## config.mk

```make
export PLATFORM = sky130hd
export DESIGN_NAME = ifrtx_ctrl
export DESIGN_NICKNAME = d
export VERILOG_FILES = /design/src/rtl/ifrtx_pkg.sv /design/src/rtl/ifrtx_ctrl.sv
export SDC_FILE = /design/constraint.sdc
export NUM_CORES = 1
export LEC_CHECK = 0
export ABC_AREA = 1
export BUFFER_PORTS_ARGS = -buffer_cell sky130_fd_sc_hd__buf_2
export CAP_MARGIN = 20
export CORE_ASPECT_RATIO = 1.5
export CORE_MARGIN = 4
export CORE_UTILIZATION = 60
export DETAILED_ROUTE_END_ITERATION = 6
export HOLD_SLACK_MARGIN = 0.06
export PLACE_DENSITY = 0.81
export SLEW_MARGIN = 25
export SYNTH_ARGS = -nofsm -noshare
export SYNTH_HDL_FRONTEND = slang
export SYNTH_SLANG_ARGS = --single-unit
```

## constraint.sdc

```tcl
create_clock -name clk_i -period 3.25 [get_ports clk_i]
set_clock_uncertainty 0.1 [all_clocks]
set_input_delay 0.325 -clock clk_i [delete_from_list [all_inputs] [get_ports clk_i]]
set_output_delay 0.325 -clock clk_i [all_outputs]
set_load 0.03 [all_outputs]
```

## src/rtl/ifrtx_pkg.sv

```systemverilog
// Shared types and constants for the in-frame response transmit control
package ifrtx_pkg;

  localparam int unsigned BYTE_W    = 8;
  localparam logic [2:0]  BIT_LAST  = 3'h7;
  localparam logic [2:0]  BIT_LATE  = 3'h6;
  localparam logic [2:0]  EXTRA_END = 3'h1;
  localparam logic [2:0]  CNT_ZERO  = 3'h0;
  localparam logic [7:0]  CRC_POLY  = 8'h1d;
  localparam logic [7:0]  CRC_INIT  = 8'hff;
  localparam int unsigned REQ_SGL   = 2;
  localparam int unsigned REQ_CRC   = 1;
  localparam int unsigned REQ_NOC   = 0;
  localparam logic [2:0]  REQ_NONE  = 3'h0;

  typedef enum logic [6:0] {
    ST_IDLE  = 7'h01,
    ST_WAIT  = 7'h02,
    ST_NB    = 7'h04,
    ST_DATA  = 7'h08,
    ST_EXTRA = 7'h10,
    ST_EOD   = 7'h20,
    ST_RETRY = 7'h40
  } ifrtx_state_t;

  typedef enum logic [1:0] {
    SYM_NONE = 2'h0,
    SYM_BIT  = 2'h1,
    SYM_NB   = 2'h2,
    SYM_EOD  = 2'h3
  } ifrtx_kind_t;

  // One symbol handed to the bit encoder: kind plus the logic value
  typedef struct packed {
    ifrtx_kind_t kind;
    logic        value;
  } ifrtx_sym_t;

endpackage : ifrtx_pkg

```

## src/rtl/ifrtx_ctrl.sv

```systemverilog
// In-frame response transmit control with its response byte FIFO
// Functional notes
// Active normalization bit precedes the response
// One shared normalization bit for all responders
// Single request: after EOD send bit, byte
// Single request clears on success, EOD, error
// Single request after received EOD is ignored
// Single loss: retry byte without normalization bit
// Single loss late: no extra one bits
// CRC mode: bit, bytes, CRC, then EOD
// Holding empty raised when byte enters shifter
// Host refills per empty flag, then commands EOD
// CRC request clears on done, error, underrun
// One byte plus CRC: no further empty flag
// CRC request after received EOD is ignored
// CRC loss: flag, stop, clear; late adds ones
// No-CRC mode: last written byte, then EOD
// No-CRC request clears on done, error, underrun
// No-CRC request after received EOD ignored
// No-CRC loss: clear, no retry; late ones
// Priority encode request bits; readback as written
// Format select sets normalization bit polarity
`timescale 1ns/1ps
`default_nettype none

module ifrtx_fifo #(
  parameter int unsigned W = 8,
  parameter int unsigned D = 8
) (
  input  wire logic         clk_i,
  input  wire logic         rst_i,
  input  wire logic         ce_i,
  input  wire logic         in_valid_i,
  input  wire logic [W-1:0] in_data_i,
  output logic              in_ready_o,
  output logic              out_valid_o,
  output logic [W-1:0]      out_data_o,
  input  wire logic         out_ready_i
);
  localparam int unsigned AW = (D > 1) ? $clog2(D) : 1;
  localparam logic [AW:0] CNT_FULL = (AW+1)'(D);
  localparam logic [AW-1:0] PTR_LAST = AW'(D - 1);

  logic [W-1:0]  mem_reg [D];
  logic [AW-1:0] wr_ptr_reg;
  logic [AW-1:0] rd_ptr_reg;
  logic [AW:0]   cnt_reg;
  logic          push;
  logic          pop;

  assign in_ready_o  = (cnt_reg != CNT_FULL);
  assign out_valid_o = (cnt_reg != '0);
  assign out_data_o  = mem_reg[rd_ptr_reg];
  assign push = ce_i && in_valid_i && in_ready_o;
  assign pop  = ce_i && out_ready_i && out_valid_o;

  always_ff @(posedge clk_i) begin
    if (push) begin
      mem_reg[wr_ptr_reg] <= in_data_i;
    end
  end

  always_ff @(posedge clk_i or posedge rst_i) begin
    if (rst_i) begin
      wr_ptr_reg <= '0;
      rd_ptr_reg <= '0;
      cnt_reg    <= '0;
    end else begin
      if (push) begin
        wr_ptr_reg <= (wr_ptr_reg == PTR_LAST) ? '0 : wr_ptr_reg + 1'b1;
      end
      if (pop) begin
        rd_ptr_reg <= (rd_ptr_reg == PTR_LAST) ? '0 : rd_ptr_reg + 1'b1;
      end
      if (push && !pop) begin
        cnt_reg <= cnt_reg + 1'b1;
      end else if (pop && !push) begin
        cnt_reg <= cnt_reg - 1'b1;
      end
    end
  end
endmodule : ifrtx_fifo

module ifrtx_ctrl #(
  parameter int unsigned FIFO_DEPTH = 8
) (
  input  wire logic                clk_i,
  input  wire logic                rst_i,
  input  wire logic                ce_i,
  input  wire logic                req_wr_i,
  input  wire logic [2:0]          req_bits_i,
  output logic [2:0]               req_bits_o,
  input  wire logic                eod_cmd_wr_i,
  output logic                     end_of_data_command_o,
  input  wire logic                norm_bit_format_sel_i,
  input  wire logic                data_valid_i,
  input  wire logic [7:0]          data_i,
  output logic                     data_ready_o,
  output logic                     tx_holding_empty_o,
  input  wire logic                eod_rx_i,
  input  wire logic                eof_rx_i,
  input  wire logic                rx_byte_i,
  input  wire logic                bus_error_i,
  output ifrtx_pkg::ifrtx_sym_t    sym_o,
  output logic                     sym_valid_o,
  input  wire logic                sym_done_i,
  input  wire logic                arb_lost_i,
  output logic                     arb_lost_o,
  output logic                     underrun_o,
  output logic                     busy_o
);
  ifrtx_pkg::ifrtx_state_t st_reg;
  logic [2:0] req_reg;
  logic       eod_cmd_reg;
  logic       eod_seen_reg;
  logic       hold_empty_reg;
  logic       arb_lost_reg;
  logic       underrun_reg;
  logic [7:0] shift_reg;
  logic [7:0] hold_reg;
  logic [7:0] crc_reg;
  logic [2:0] bit_cnt_reg;
  logic       crc_phase_reg;
  logic       fo_valid;
  logic [7:0] fo_data;
  logic       eff_sgl;
  logic       eff_crc;
  logic       eff_noc;
  logic       multi;
  logic       start;
  logic       load_first;
  logic       nb_done;
  logic       bit_ok;
  logic       lost;
  logic       byte_end;
  logic       load_next;
  logic       to_crc;
  logic       to_eod;
  logic       underrun;
  logic       eod_done;
  logic       extra_done;
  logic       abort;
  logic       req_take;
  logic       req_clr;
  logic       crc_fb;

  ifrtx_fifo #(.W(ifrtx_pkg::BYTE_W), .D(FIFO_DEPTH)) u_fifo (
    .clk_i       (clk_i),
    .rst_i       (rst_i),
    .ce_i        (ce_i),
    .in_valid_i  (data_valid_i),
    .in_data_i   (data_i),
    .in_ready_o  (data_ready_o),
    .out_valid_o (fo_valid),
    .out_data_o  (fo_data),
    .out_ready_i (load_first || load_next)
  );

  // Internal view keeps only the highest-priority request bit
  assign eff_sgl = req_reg[ifrtx_pkg::REQ_SGL];
  assign eff_crc = !eff_sgl && req_reg[ifrtx_pkg::REQ_CRC];
  assign eff_noc = !eff_sgl && !req_reg[ifrtx_pkg::REQ_CRC] && req_reg[ifrtx_pkg::REQ_NOC];
  assign multi   = eff_crc || eff_noc;

  always_comb begin
    start      = ce_i && (st_reg == ifrtx_pkg::ST_WAIT) && eod_rx_i;
    load_first = start && fo_valid;
    nb_done    = ce_i && (st_reg == ifrtx_pkg::ST_NB) && sym_done_i;
    bit_ok     = ce_i && (st_reg == ifrtx_pkg::ST_DATA) && sym_done_i && !arb_lost_i;
    lost       = ce_i && (st_reg == ifrtx_pkg::ST_DATA) && sym_done_i && arb_lost_i;
    byte_end   = bit_ok && (bit_cnt_reg == ifrtx_pkg::BIT_LAST);
    load_next  = byte_end && multi && !crc_phase_reg && fo_valid;
    to_crc     = byte_end && eff_crc && !crc_phase_reg && !fo_valid && eod_cmd_reg;
    to_eod     = byte_end && (crc_phase_reg || (eff_noc && !fo_valid && eod_cmd_reg));
    underrun   = (byte_end && multi && !crc_phase_reg && !fo_valid && !eod_cmd_reg)
                 || (start && !fo_valid);
    eod_done   = ce_i && (st_reg == ifrtx_pkg::ST_EOD) && sym_done_i;
    extra_done = ce_i && (st_reg == ifrtx_pkg::ST_EXTRA) && sym_done_i
                 && (bit_cnt_reg == ifrtx_pkg::EXTRA_END);
    abort      = ce_i && (st_reg != ifrtx_pkg::ST_IDLE)
                 && (bus_error_i || (eff_sgl && eod_cmd_reg));
    // Requests landing after a received EOD are dropped until frame end
    req_take   = ce_i && req_wr_i && !eod_seen_reg && !eod_rx_i;
    req_clr    = (byte_end && eff_sgl) || eod_done || underrun
                 || (lost && multi) || abort;
  end

  always_ff @(posedge clk_i or posedge rst_i) begin
    if (rst_i) begin
      eod_seen_reg <= 1'b0;
    end else if (ce_i) begin
      if (eod_rx_i) begin
        eod_seen_reg <= 1'b1;
      end else if (eof_rx_i) begin
        eod_seen_reg <= 1'b0;
      end
    end
  end

  // Readback stays as written; a fresh write wins over a hardware clear
  always_ff @(posedge clk_i or posedge rst_i) begin
    if (rst_i) begin
      req_reg <= ifrtx_pkg::REQ_NONE;
    end else if (req_take) begin
      req_reg <= req_bits_i;
    end else if (req_clr) begin
      req_reg <= ifrtx_pkg::REQ_NONE;
    end
  end

  always_ff @(posedge clk_i or posedge rst_i) begin
    if (rst_i) begin
      eod_cmd_reg <= 1'b0;
    end else if (ce_i && eod_cmd_wr_i) begin
      eod_cmd_reg <= 1'b1;
    end else if (req_clr) begin
      eod_cmd_reg <= 1'b0;
    end
  end

  // Set only while no end of data is pending, so a one byte CRC reply flags its byte but never its CRC
  always_ff @(posedge clk_i or posedge rst_i) begin
    if (rst_i) begin
      hold_empty_reg <= 1'b0;
    end else if ((load_first || load_next) && multi && !eod_cmd_reg) begin
      hold_empty_reg <= 1'b1;
    end else if (ce_i && (data_valid_i || eod_cmd_wr_i || req_clr)) begin
      hold_empty_reg <= 1'b0;
    end
  end

  always_ff @(posedge clk_i or posedge rst_i) begin
    if (rst_i) begin
      arb_lost_reg <= 1'b0;
      underrun_reg <= 1'b0;
    end else begin
      if (lost && multi) begin
        arb_lost_reg <= 1'b1;
      end else if (req_take) begin
        arb_lost_reg <= 1'b0;
      end
      if (underrun) begin
        underrun_reg <= 1'b1;
      end else if (req_take) begin
        underrun_reg <= 1'b0;
      end
    end
  end

  always_ff @(posedge clk_i or posedge rst_i) begin
    if (rst_i) begin
      st_reg <= ifrtx_pkg::ST_IDLE;
    end else if (ce_i) begin
      if (abort) begin
        st_reg <= ifrtx_pkg::ST_IDLE;
      end else begin
        case (st_reg)
          ifrtx_pkg::ST_IDLE: begin
            if (req_reg != ifrtx_pkg::REQ_NONE) begin
              st_reg <= ifrtx_pkg::ST_WAIT;
            end
          end
          ifrtx_pkg::ST_WAIT: begin
            if (req_reg == ifrtx_pkg::REQ_NONE) begin
              st_reg <= ifrtx_pkg::ST_IDLE;
            end else if (load_first) begin
              st_reg <= ifrtx_pkg::ST_NB;
            end else if (start) begin
              st_reg <= ifrtx_pkg::ST_IDLE;
            end
          end
          ifrtx_pkg::ST_NB: begin
            if (nb_done) begin
              st_reg <= ifrtx_pkg::ST_DATA;
            end
          end
          ifrtx_pkg::ST_DATA: begin
            if (lost && eff_sgl) begin
              st_reg <= ifrtx_pkg::ST_RETRY;
            end else if (lost && bit_cnt_reg >= ifrtx_pkg::BIT_LATE) begin
              st_reg <= ifrtx_pkg::ST_EXTRA;
            end else if (lost) begin
              st_reg <= ifrtx_pkg::ST_IDLE;
            end else if (to_eod) begin
              st_reg <= ifrtx_pkg::ST_EOD;
            end else if (underrun) begin
              st_reg <= ifrtx_pkg::ST_EXTRA;
            end else if (byte_end && eff_sgl) begin
              st_reg <= ifrtx_pkg::ST_IDLE;
            end
          end
          ifrtx_pkg::ST_RETRY: begin
            if (rx_byte_i) begin
              st_reg <= ifrtx_pkg::ST_DATA;
            end
          end
          ifrtx_pkg::ST_EXTRA: begin
            if (extra_done) begin
              st_reg <= ifrtx_pkg::ST_IDLE;
            end
          end
          ifrtx_pkg::ST_EOD: begin
            if (eod_done) begin
              st_reg <= ifrtx_pkg::ST_IDLE;
            end
          end
          default: begin
            st_reg <= ifrtx_pkg::ST_IDLE;
          end
        endcase
      end
    end
  end

  assign crc_fb = crc_reg[7] ^ shift_reg[7];

  // Shifter, bit counter and CRC; MSB leaves first
  always_ff @(posedge clk_i or posedge rst_i) begin
    if (rst_i) begin
      shift_reg     <= '0;
      hold_reg      <= '0;
      crc_reg       <= ifrtx_pkg::CRC_INIT;
      bit_cnt_reg   <= ifrtx_pkg::CNT_ZERO;
      crc_phase_reg <= 1'b0;
    end else if (ce_i) begin
      if (load_first) begin
        shift_reg     <= fo_data;
        hold_reg      <= fo_data;
        crc_reg       <= ifrtx_pkg::CRC_INIT;
        bit_cnt_reg   <= ifrtx_pkg::CNT_ZERO;
        crc_phase_reg <= 1'b0;
      end else if (st_reg == ifrtx_pkg::ST_RETRY) begin
        shift_reg   <= hold_reg;
        bit_cnt_reg <= ifrtx_pkg::CNT_ZERO;
      end else if (lost || underrun) begin
        bit_cnt_reg <= ifrtx_pkg::CNT_ZERO;
      end else if (bit_ok) begin
        crc_reg     <= {crc_reg[6:0], 1'b0} ^ (crc_fb ? ifrtx_pkg::CRC_POLY : 8'h00);
        bit_cnt_reg <= bit_cnt_reg + 3'h1;
        if (load_next) begin
          shift_reg <= fo_data;
          hold_reg  <= fo_data;
        end else if (to_crc) begin
          shift_reg     <= ~({crc_reg[6:0], 1'b0} ^ (crc_fb ? ifrtx_pkg::CRC_POLY : 8'h00));
          crc_phase_reg <= 1'b1;
        end else begin
          shift_reg <= {shift_reg[6:0], 1'b0};
        end
      end else if (ce_i && (st_reg == ifrtx_pkg::ST_EXTRA) && sym_done_i) begin
        bit_cnt_reg <= bit_cnt_reg + 3'h1;
      end
    end
  end

  // Symbol word is decoded from registers plus the norm_bit_format_sel_i input, which sets the normalization bit value
  always_comb begin
    sym_o.kind  = ifrtx_pkg::SYM_NONE;
    sym_o.value = 1'b0;
    case (st_reg)
      ifrtx_pkg::ST_NB: begin
        sym_o.kind  = ifrtx_pkg::SYM_NB;
        sym_o.value = eff_crc ^ norm_bit_format_sel_i;
      end
      ifrtx_pkg::ST_DATA: begin
        sym_o.kind  = ifrtx_pkg::SYM_BIT;
        sym_o.value = shift_reg[7];
      end
      ifrtx_pkg::ST_EXTRA: begin
        sym_o.kind  = ifrtx_pkg::SYM_BIT;
        sym_o.value = 1'b1;
      end
      ifrtx_pkg::ST_EOD: begin
        sym_o.kind  = ifrtx_pkg::SYM_EOD;
      end
      default: begin
        sym_o.kind  = ifrtx_pkg::SYM_NONE;
      end
    endcase
  end

  assign sym_valid_o           = (sym_o.kind != ifrtx_pkg::SYM_NONE);
  assign req_bits_o            = req_reg;
  assign end_of_data_command_o = eod_cmd_reg;
  assign tx_holding_empty_o    = hold_empty_reg;
  assign arb_lost_o            = arb_lost_reg;
  assign underrun_o            = underrun_reg;
  assign busy_o                = (st_reg != ifrtx_pkg::ST_IDLE);
endmodule : ifrtx_ctrl

`default_nettype wire

```

==> results.py, run 1 <==
metrics = {
    "setup_path": {
        "timing.rr.start": "st_reg[4]",
        "worstPathRequired_ps": 3440,
        "startpoint_type": "flop",
        "crit_path_end_kind": "flop",
        "cp.arrival_ps": 3140,
        "worstPathMaxFanout": 10,
        "regToRegSetupSlack_ps": 300,
        "criticalPathCategory": "flop to flop",
        "rr_worst_depth": 19,
        "r2r_end": "u_fifo.cnt_reg[3]",
    },
    "synth": {
        "syn-cell-area_um2": 5850,
        "ys_seq_area_share_pct": 55.7,
        "yosysUniqueCellTypes": 42,
        "ys_async_sr_fraction_pct": 45.3,
        "synth_seq_cells": 117,
        "synth-warning-count": 0,
        "synth-edff-count": 64,
        "syn-num-nets": 673,
        "syn_area_per_cell_um2": 9.17,
        "ys.flop_type": "edfxtp_1",
        "synthCells": 638,
    },
    "layout": {
        "multi_input_area_um2": 2240,
        "design_area_um2": 6810,
        "regArea_um2": 3260,
        "largest_register_ffs": 64,
        "num-fill-cells": 674,
        "area_delta_synth_final_pct": 16.4,
        "drive_above_1_share_pct": 18.5,
        "nets": 726,
        "n_antenna_cell": 0,
    },
    "global_routing": {
        "first_global_vias": 4772,
        "grt_max_degree": 54,
        "antenna_found_initial": 0,
        "grt_pass1_wl_um": 22100,
        "grt_overflow": 0,
        "grt_usage_pct": 25.9,
    },
    "place": {
        "gp_congestion": 0.873,
        "portBuffers": 36,
        "dpl.hpwl_um": 9550,
        "postPlaceCellArea_um2": 6150,
    },
    "hold_path": {
        "hp-class": "input pin to flop",
        "min_from": "data_i[7]",
        "hold_end": "u_fifo.mem_reg[1][7]",
        "whs_path_depth": 1,
    },
    "clock_network": {
        "cts.sink_count": 117,
        "cts_tree": "yes",
        "clk_latency_ps": 410,
        "cts_max_level": 4,
        "clock_path_buffers": 2,
        "clkTransAtPathRegs_ps": 60,
        "cts_root_buf": "clkbuf_16",
        "numCtsBuffers": 17,
    },
    "sta": {
        "worst_pin_slew_ps": 889,
        "finalHoldViolations": 0,
        "tns_ps": 0,
        "finalCriticalPeriod_ps": 2950,
        "slew_violations": 0,
        "fmax_mhz": 339,
        "final-setup-viol-count": 0,
        "period_share_pct": 90.8,
        "rsz0062_at_grt": "no",
        "max-slew-margin-rel_pct": 40.5,
    },
    "route": {
        "viasPerCell": 5.74,
        "drtIter0Drc": 296,
        "drc": 0,
        "dr.pass1.iters": 5,
        "finalWirelength_um": 13500,
        "num_vias": 4686,
        "final_antenna_net_count": 0,
        "routedWlPerCell_um": 16.6,
    },
    "outcome": {
        "status": "finished, final reports clean",
    },
    "power_and_ir_drop": {
        "p_per_area_nw_per_um2": 840,
        "peakVddDrop_v": 0.000730,
        "power.leakage_nw": 3.10,
    },
    "die": {
        "core_um2": 9360,
        "die_area_um2": 11400,
        "die_w_um": 88.6,
        "start_util_pct": 62.5,
        "row_count": 43,
        "ioPinCount": 37,
        "die_h_um": 129,
    },
    "flow_run": {
        "drv_cap": 0,
    },
}
[synthesized netlist by cell type, drive strengths merged (2+ instances only)]
library cell	n	area, um^2
dfrtp	44	1100
nand2	154	631
o221ai	5	43.8
dfstp	9	236
a21oi	12	60.1
edfxtp	64	1920
o211ai	5	37.5
or2	2	12.5
clkbuf	11	41.3
o21ai	75	379
xor2	5	43.8
o22ai	12	75.1
nand4	6	43.8
nor3	6	46.3
buf	6	45.0
xnor2	3	26.3
nor2	81	358
ha	10	125
inv	68	255
nand3	53	298
[critical path, cell delays in order (launching register included)]
cell and delay [ps]:
dfrtp_1 420, inv_2 80, nand2_2 60, nor2_4 150
nand3_2 130, nor2_4 130, nand2_4 90, nor2_8 150
nand2_4 100, nand2_4 130, inv_2 50, ha_1 230
inv_2 100, ha_1 230, a21o_1 180, a21oi_1 150
nor2_1 60, nor2_1 80, nand2_1 80, xor2_1 150
[per-stage QoR]
| stage | utilization (%) | power [W] | instances | worst slack, ps | hold WS [ps] |
|---|---|---|---|---|---|
| after floorplan | - | 0.00336 | 638 | 273 | 324 |
| after global placement | 65.6 | 0.00378 | 777 | 321 | 356 |
| after detailed placement | 65.7 | 0.00385 | 777 | 246 | 361 |
| after CTS | 72.6 | 0.00572 | 814 | 217 | 62.6 |
| after global routing | 72.8 | 0.00607 | 816 | 3.19 | 77.3 |
| final | 72.8 | 0.00572 | 816 | 298 | 68.1 |
[per-layer routing]
metal	GRT usage, %	part of all wire [%]
met5	0	0
met4	12.4	3.2
met3	6.21	4.2
met2	48.6	57
met1	25.9	35
[timing repair]
action / CTS / global route
gates resized for setup: 0 / 2
hold buffers: 5 / 0
setup buffers: 0 / 2
setup endpoints to repair: 0 / 1
endpoints found under the hold margin: 48 / 0
[power by group]
part	leakage (nW)	total, W	switching, W	internal (W)
Sequential	1.24	0.00211	0.000216	0.00189
Combinational	1.58	0.00176	0.00119	0.000577
Clock	0.285	0.00185	0.000705	0.00115
[logic make-up after synthesis]
kind of cell,count (synthesis),share of synthesized area [%]
compound gates,110,10.3
xor+xnor,8,1.20
fa+ha+maj,11,2.48
buf+inv,86,5.99
flops,117,55.7
mux,2,0.364
simple gates,304,24.0
[cell usage in the layout, fill, tap and decap left out, drive strengths merged, types with 2 or more instances in the layout]
cell	netlist	final
nand2	154	154
nor2	81	81
inv	68	75
o21ai	75	75
edfxtp	64	64
nand3	53	53
buf	6	46
dfrtp	44	44
clkbuf	11	17
a21oi	12	12
o22ai	12	12
ha	10	10
dfstp	9	9
nand4	6	6
nor3	6	6
xor2	5	5
o221ai	5	5
o211ai	5	5
dlygate4sd3	0	5
clkinv	1	4
xnor2	3	3
clkinvlp	0	3
or2	2	2
bufinv	0	2
[layout make-up]
class,instances,share of cell area [%]
sequential,117,47.9
multi-input combinational,435,32.9
clock buffer,17,6.25
timing repair buffer,51,4.48
inverter,69,3.91
clock inverter,15,2.52
tap,112,2.06
[how the worst max path moves through the flow]
| stage | start | slack, ps | endpoint | cells after the start |
|---|---|---|---|---|
| finish | st_reg[4] | 300 | u_fifo.cnt_reg[3] | 19 |
| global placement | st_reg[2] | 320 | u_fifo.cnt_reg[3] | 19 |
| CTS | st_reg[2] | 220 | u_fifo.cnt_reg[3] | 19 |
| floorplan | req_bits_o[2] | 270 | u_fifo.cnt_reg[3] | 18 |
| global route | st_reg[4] | 3 | u_fifo.cnt_reg[3] | 19 |
| detailed placement | st_reg[2] | 250 | u_fifo.cnt_reg[3] | 19 |
No activity file was read; power rests on OpenSTA's default activity.
==> run 2, diff against run 1 <==
==> constraint.sdc (replaced) <==
create_clock -name clk_i -period 2.9 [get_ports clk_i]
set_clock_uncertainty 0.1 [all_clocks]
set_input_delay 0.145 -clock clk_i [delete_from_list [all_inputs] [get_ports clk_i]]
set_output_delay 0.145 -clock clk_i [all_outputs]
set_load 0.03 [all_outputs]
==> run 2 against run 1 <==
  * Register-to-register slack worse by 200 ps
  * Sequential power is 12% higher
  * Non-clock buffer count is 29 higher
  * Setup slack worse by 200 ps
  * Global-route usage is 2.2 points higher
  * Sequential share of layout area is 1.7 points lower
  * Flip-flop and latch count stayed put
  * Combinational power is 16% higher
  * Critical path type unchanged
  * Largest cell class unchanged
==> results.py, run 2 (synthesis gave the netlist of run 1 again) <==
metrics = {
    "outcome": {
        "status": "finished, final reports clean",
    },
    "sta": {
        "finalCriticalPeriod_ps": 2800,
        "slew_violations": 0,
        "fmax_mhz": 357,
        "worst_pin_slew_ps": 871,
        "finalHoldViolations": 0,
        "max-slew-margin-rel_pct": 41.8,
        "final-setup-viol-count": 0,
        "period_share_pct": 96.7,
    },
    "layout": {
        "stdcell_count": 846,
        "drive_above_1_share_pct": 20.7,
        "layout_common_cells": "nand2_1 (143), nor2_1 (72), edfxtp_1 (64)",
        "num-fill-cells": 618,
        "largest_register_ffs": 64,
        "nets": 755,
        "area_delta_synth_final_pct": 20.7,
        "final_common_cell": "nand2_1",
        "design_area_um2": 7060,
    },
    "setup_path": {
        "crit_cells": 19,
        "timing.rr.start": "st_reg[5]",
        "crit_path_max_incr_delay_ps": 400,
        "criticalPathCategory": "flop to flop",
        "critPathCapture": "u_fifo.cnt_reg[3]",
        "rr_worst_depth": 19,
        "startpoint_type": "flop",
        "cpMaxStageDelayCell": "dfrtp_1",
        "critical-path-top-delay-family": "simple AND/OR/NAND/NOR gates",
        "critical_path_buf_inv_count": 3,
        "cp_cell_sequence": "inv_2 -> nand2_2 -> nor2_4 -> nand3_2 -> nor2_4 -> nand2_4 -> nor2_8 -> nand2_4 -> nand2_4 -> inv_2 -> ha_4 -> inv_2 -> ha_1 -> a21o_1 -> a21oi_2 -> nor2_1 -> nor2_1 -> nand2_1 -> xor2_1",
        "cp.arrival_ps": 2990,
        "worstPathRequired_ps": 3090,
        "worstPathMaxFanout": 4,
        "crit_path_end_kind": "flop",
        "regToRegSetupSlack_ps": 100,
        "r2r_end": "u_fifo.cnt_reg[3]",
        "crit_start": "st_reg[5]",
    },
    "route": {
        "drtIter0Drc": 358,
        "routedWlPerCell_um": 17.5,
        "wl_met2_um": 8230,
        "wl_met3_um": 720,
        "drc": 0,
        "top_layer": "met4",
        "final_antenna_net_count": 0,
        "finalWirelength_um": 14800,
        "viasPerCell": 5.88,
        "num_vias": 4976,
        "dr.pass1.iters": 5,
        "wl_met1_um": 5150,
    },
    "global_routing": {
        "grt_usage_pct": 28.2,
        "first_global_vias": 5112,
        "grt_max_degree": 41,
        "grt_overflow": 0,
        "antenna_found_initial": 1,
        "grt_pass1_wl_um": 24100,
    },
    "place": {
        "portBuffers": 36,
        "dp.cells": 789,
        "gp_congestion": 0.906,
        "dpl.hpwl_um": 9600,
        "postPlaceCellArea_um2": 6240,
    },
    "clock_network": {
        "clkTransAtPathRegs_ps": 60,
        "cts_root_buf": "clkbuf_16",
        "cts_tree": "yes",
        "cts.sink_count": 117,
        "numCtsBuffers": 17,
        "clk_latency_ps": 420,
        "cts_max_level": 4,
        "clock_path_buffers": 2,
    },
    "power_and_ir_drop": {
        "power.leakage_nw": 3.22,
        "p_per_area_nw_per_um2": 914,
        "pwr-share-clk_pct": 31.5,
        "p_int_w": 0.00408,
        "power.switching_w": 0.00237,
        "p_sw_share_pct": 36.7,
        "pwr-share-seq_pct": 36.7,
        "p_comb_share_pct": 31.8,
        "peakVddDrop_v": 0.000639,
    },
    "die": {
        "die_h_um": 129,
        "core_um2": 9360,
        "ioPinCount": 37,
        "die_w_um": 88.6,
        "row_count": 43,
        "start_util_pct": 62.5,
        "die_area_um2": 11400,
    },
    "flow_run": {
        "drv_cap": 0,
    },
    "hold_path": {
        "hp-class": "input pin to flop",
    },
}
run 2: cell count changes in the layout (fill, tap and decap cells not counted), moves of 2 or more:
| cell | change |
|---|---|
| buf_4 | +18 |
| dlygate4sd3_1 | +11 |
| clkinvlp_4 | +2 |
| inv_2 | +3 |
| inv_6 | -4 |
| inv_1 | -2 |
run 2: cell type report:
type	count	area (um^2)	area share, %
Clock buffer	17	425	6.03
Tap cell	112	140	1.98
Inverter	69	264	3.74
Antenna cell	1	2.50	0.0354
Multi-Input combinational cell	435	2260	32.0
Timing Repair Buffer	80	551	7.80
Sequential cell	117	3260	46.2
Clock inverter	15	158	2.23
run 2: timing repair:
| item | in CTS | in global routing |
|---|---|---|
| pin swaps | 1 | 7 |
| buffers inserted | 2 | 6 |
| resized for setup | 1 | 5 |
| cloned | 0 | 0 |
| setup endpoints to repair | 1 | 1 |
| endpoints found under the hold margin | 109 | 0 |
| hold buffers | 16 | 0 |
run 2: how the worst min path moves through the flow:
stage,from,endpoint,cells past startpoint
2_1_floorplan,data_i[0],u_fifo.mem_reg[0][0],0
6_report,req_wr_i,req_bits_o[0],4
4_1_cts,req_wr_i,req_bits_o[0],4
3_5_place_dp,rst_i,eod_seen_reg,2
5_1_grt,eod_rx_i,crc_reg[3],5
3_3_place_gp,rst_i,tx_holding_empty_o,2
run 2: layer usage:
| layer | up-vias | track usage (%) |
|---|---|---|
| li1 | 2314 | - |
| met1 | 2407 | 28.7 |
| met2 | 198 | 50.9 |
| met3 | 57 | 6.28 |
| met4 | 0 | 16.6 |
| met5 | - | 0 |
run 2: metrics by stage:
step                      utilization, %  setup slack, ps  hold WS [ps]  total power, W  TNS, ps
after floorplan                        -             2.90           144         0.00377        0
after global placement              66.6              178           251         0.00422        0
after detailed placement            66.6            -8.13           271         0.00434    -8.13
after CTS                           74.7             11.6          62.1         0.00640        0
after global routing                75.4            -46.2           120         0.00686    -46.2
final                               75.4             97.1          96.3         0.00645        0
run 2: tightest hold or removal path: cells and delay by family:
family	cells	cell delay, ps
and+or+nand+nor	2	280
buffers and inverters	1	80
AOI/OAI and AO/OA	1	70
run 2: power groups by stage:
stage / clock network (W) / logic [W] / registers [W]
after floorplan: 0 / 0.00143 / 0.00234
after CTS: 0.00204 / 0.00201 / 0.00236
after global routing: 0.00214 / 0.00232 / 0.00241
final: 0.00203 / 0.00205 / 0.00237
after global placement: 0 / 0.00186 / 0.00236
after detailed placement: 0 / 0.00196 / 0.00238
==> run 3, diff against run 2 <==
SETUP_SLACK_MARGIN = 0.5   (was default)
==> run 3 against run 2 <==
  * Register-to-register slack improved by 110 ps
  * Sequential share of layout area fell by 1.1 points
  * Die area did not move
  * Design area rose by 2.4%
==> results.py, run 3 (synthesis gave the netlist of run 1 again) <==
metrics = {
    "setup_path": {
        "worstPathMaxFanout": 4,
        "r2r_end": "u_fifo.cnt_reg[3]",
        "regToRegSetupSlack_ps": 210,
        "rr_worst_depth": 19,
        "cp.arrival_ps": 2870,
        "worstPathRequired_ps": 3080,
        "timing.rr.start": "st_reg[5]",
        "startpoint_type": "flop",
        "criticalPathCategory": "flop to flop",
        "crit_path_end_kind": "flop",
    },
    "route": {
        "final_antenna_net_count": 0,
        "routedWlPerCell_um": 17.5,
        "drc": 0,
        "viasPerCell": 5.84,
        "finalWirelength_um": 15100,
        "num_vias": 5033,
        "dr.pass1.iters": 6,
        "drtIter0Drc": 495,
    },
    "layout": {
        "area_delta_synth_final_pct": 23.6,
        "layout_common_cells": "nand2_1 (140), nor2_1 (70), edfxtp_1 (64)",
        "post-route-util_pct": 77.3,
        "n_antenna_cell": 0,
        "num-fill-cells": 580,
        "final_common_cell": "nand2_1",
        "nets": 772,
        "largest_register_ffs": 64,
        "design_area_um2": 7230,
        "drive_above_1_share_pct": 23.6,
    },
    "place": {
        "gp_congestion": 0.944,
        "postPlaceCellArea_um2": 6270,
        "portBuffers": 36,
        "dpl.hpwl_um": 9650,
    },
    "clock_network": {
        "cts_max_level": 4,
        "numCtsBuffers": 17,
        "clk_latency_ps": 410,
        "clkTransAtPathRegs_ps": 60,
        "cts_tree": "yes",
        "cts.sink_count": 117,
        "clock_path_buffers": 2,
        "cts_root_buf": "clkbuf_16",
    },
    "global_routing": {
        "grt_overflow": 0,
        "antenna_found_initial": 0,
        "first_global_vias": 5116,
        "grt_max_degree": 47,
        "grt_usage_pct": 28.0,
        "grt_pass1_wl_um": 24100,
    },
    "die": {
        "die_w_um": 88.6,
        "start_util_pct": 62.5,
        "die_h_um": 129,
        "die_area_um2": 11400,
        "ioPinCount": 37,
        "core_um2": 9360,
        "row_count": 43,
    },
    "hold_path": {
        "hp-class": "input pin to flop",
        "hold_end": "req_bits_o[2]",
        "whs_path_depth": 4,
        "min_from": "req_wr_i",
    },
    "outcome": {
        "status": "finished, final reports clean",
    },
    "sta": {
        "max-slew-margin-rel_pct": 46.5,
        "rsz0062_at_grt": "yes",
        "finalHoldViolations": 0,
        "worst_pin_slew_ps": 801,
        "fmax_mhz": 371,
        "slew_violations": 0,
        "period_share_pct": 92.8,
        "final-setup-viol-count": 0,
        "finalCriticalPeriod_ps": 2690,
        "tns_ps": 0,
    },
    "power_and_ir_drop": {
        "power.leakage_nw": 3.32,
        "peakVddDrop_v": 0.000829,
        "p_per_area_nw_per_um2": 904,
    },
    "flow_run": {
        "drv_cap": 0,
    },
}
run 3: changes by cell type in the layout (fill, tap and decap cells not counted), moves of 3 or more:
cell	before	now
buf_4	28	44
clkbuf_1	0	3
clkinv_1	1	4
clkinv_4	4	1
nand2_1	143	140
o21ai_0	53	50
o21ai_2	1	4
run 3: worst max path at each step:
stage | start | end | cells after the start
floorplan | st_reg[4] | u_fifo.cnt_reg[3] | 20
global placement | st_reg[2] | u_fifo.cnt_reg[3] | 19
detailed placement | st_reg[2] | u_fifo.cnt_reg[3] | 19
CTS | st_reg[1] | u_fifo.cnt_reg[3] | 19
global route | st_reg[5] | u_fifo.cnt_reg[3] | 19
finish | st_reg[5] | u_fifo.cnt_reg[3] | 19
run 3: worst max-delay path, cell delays in order (launching register included):
cell and delay [ps]:
dfrtp_1 390, inv_2 90, nand2_2 70, nor2_4 110, nand3_4 100, nor2_4 150, nand2_4 80, nor2_8 120
nand2_4 60, nand2_4 80, inv_4 40, ha_4 170, inv_4 70, ha_4 180, a21o_1 160, a21oi_2 170
nor2_1 60, nor2_1 110, nand2_1 90, xor2_1 150
run 3: per-stage QoR:
stage          setup slack (ps)  std cells  power [W]  hold WS (ps)
2_1_floorplan               105        638    0.00380           144
3_3_place_gp                190        790    0.00430           260
3_5_place_dp                104        790    0.00440           264
4_1_cts                     284        852    0.00643          67.5
5_1_grt                     117        862    0.00688           119
6_report                    208        862    0.00654          80.7
run 3: what timing repair did:
item                       CTS  global route
setup buffers               13            10
setup endpoints to repair    3            19
pin swaps                   13            13
hold buffers                17             0
cloned                       0             0
hold endpoints to repair   115             0
resized for setup            5            16
run 3: layout make-up:
type / count / area, um^2 / share of cell area [%]
clock buffers: 20 / 437 / 6.04
well taps: 112 / 140 / 1.94
inverters: 69 / 270 / 3.74
multi-input cells: 435 / 2330 / 32.2
clock inverters: 12 / 113 / 1.56
repair buffers: 97 / 681 / 9.41
flip-flops and latches: 117 / 3260 / 45.1
run 3: where the power goes:
group / internal [W] / switching (W)
Sequential: 0.00212 / 0.000263
Clock: 0.00124 / 0.000698
Combinational: 0.000768 / 0.00144
Total: 0.00413 / 0.00240
run 3: metal layers:
layer | vias up | wire length (um) | track usage, %
met2 | 235 | 8300 | 50.1
met5 | - | 0 | 0
met3 | 64 | 760 | 6.34
li1 | 2347 | - | -
met1 | 2387 | 5280 | 29.0
met4 | 0 | 769 | 16.5
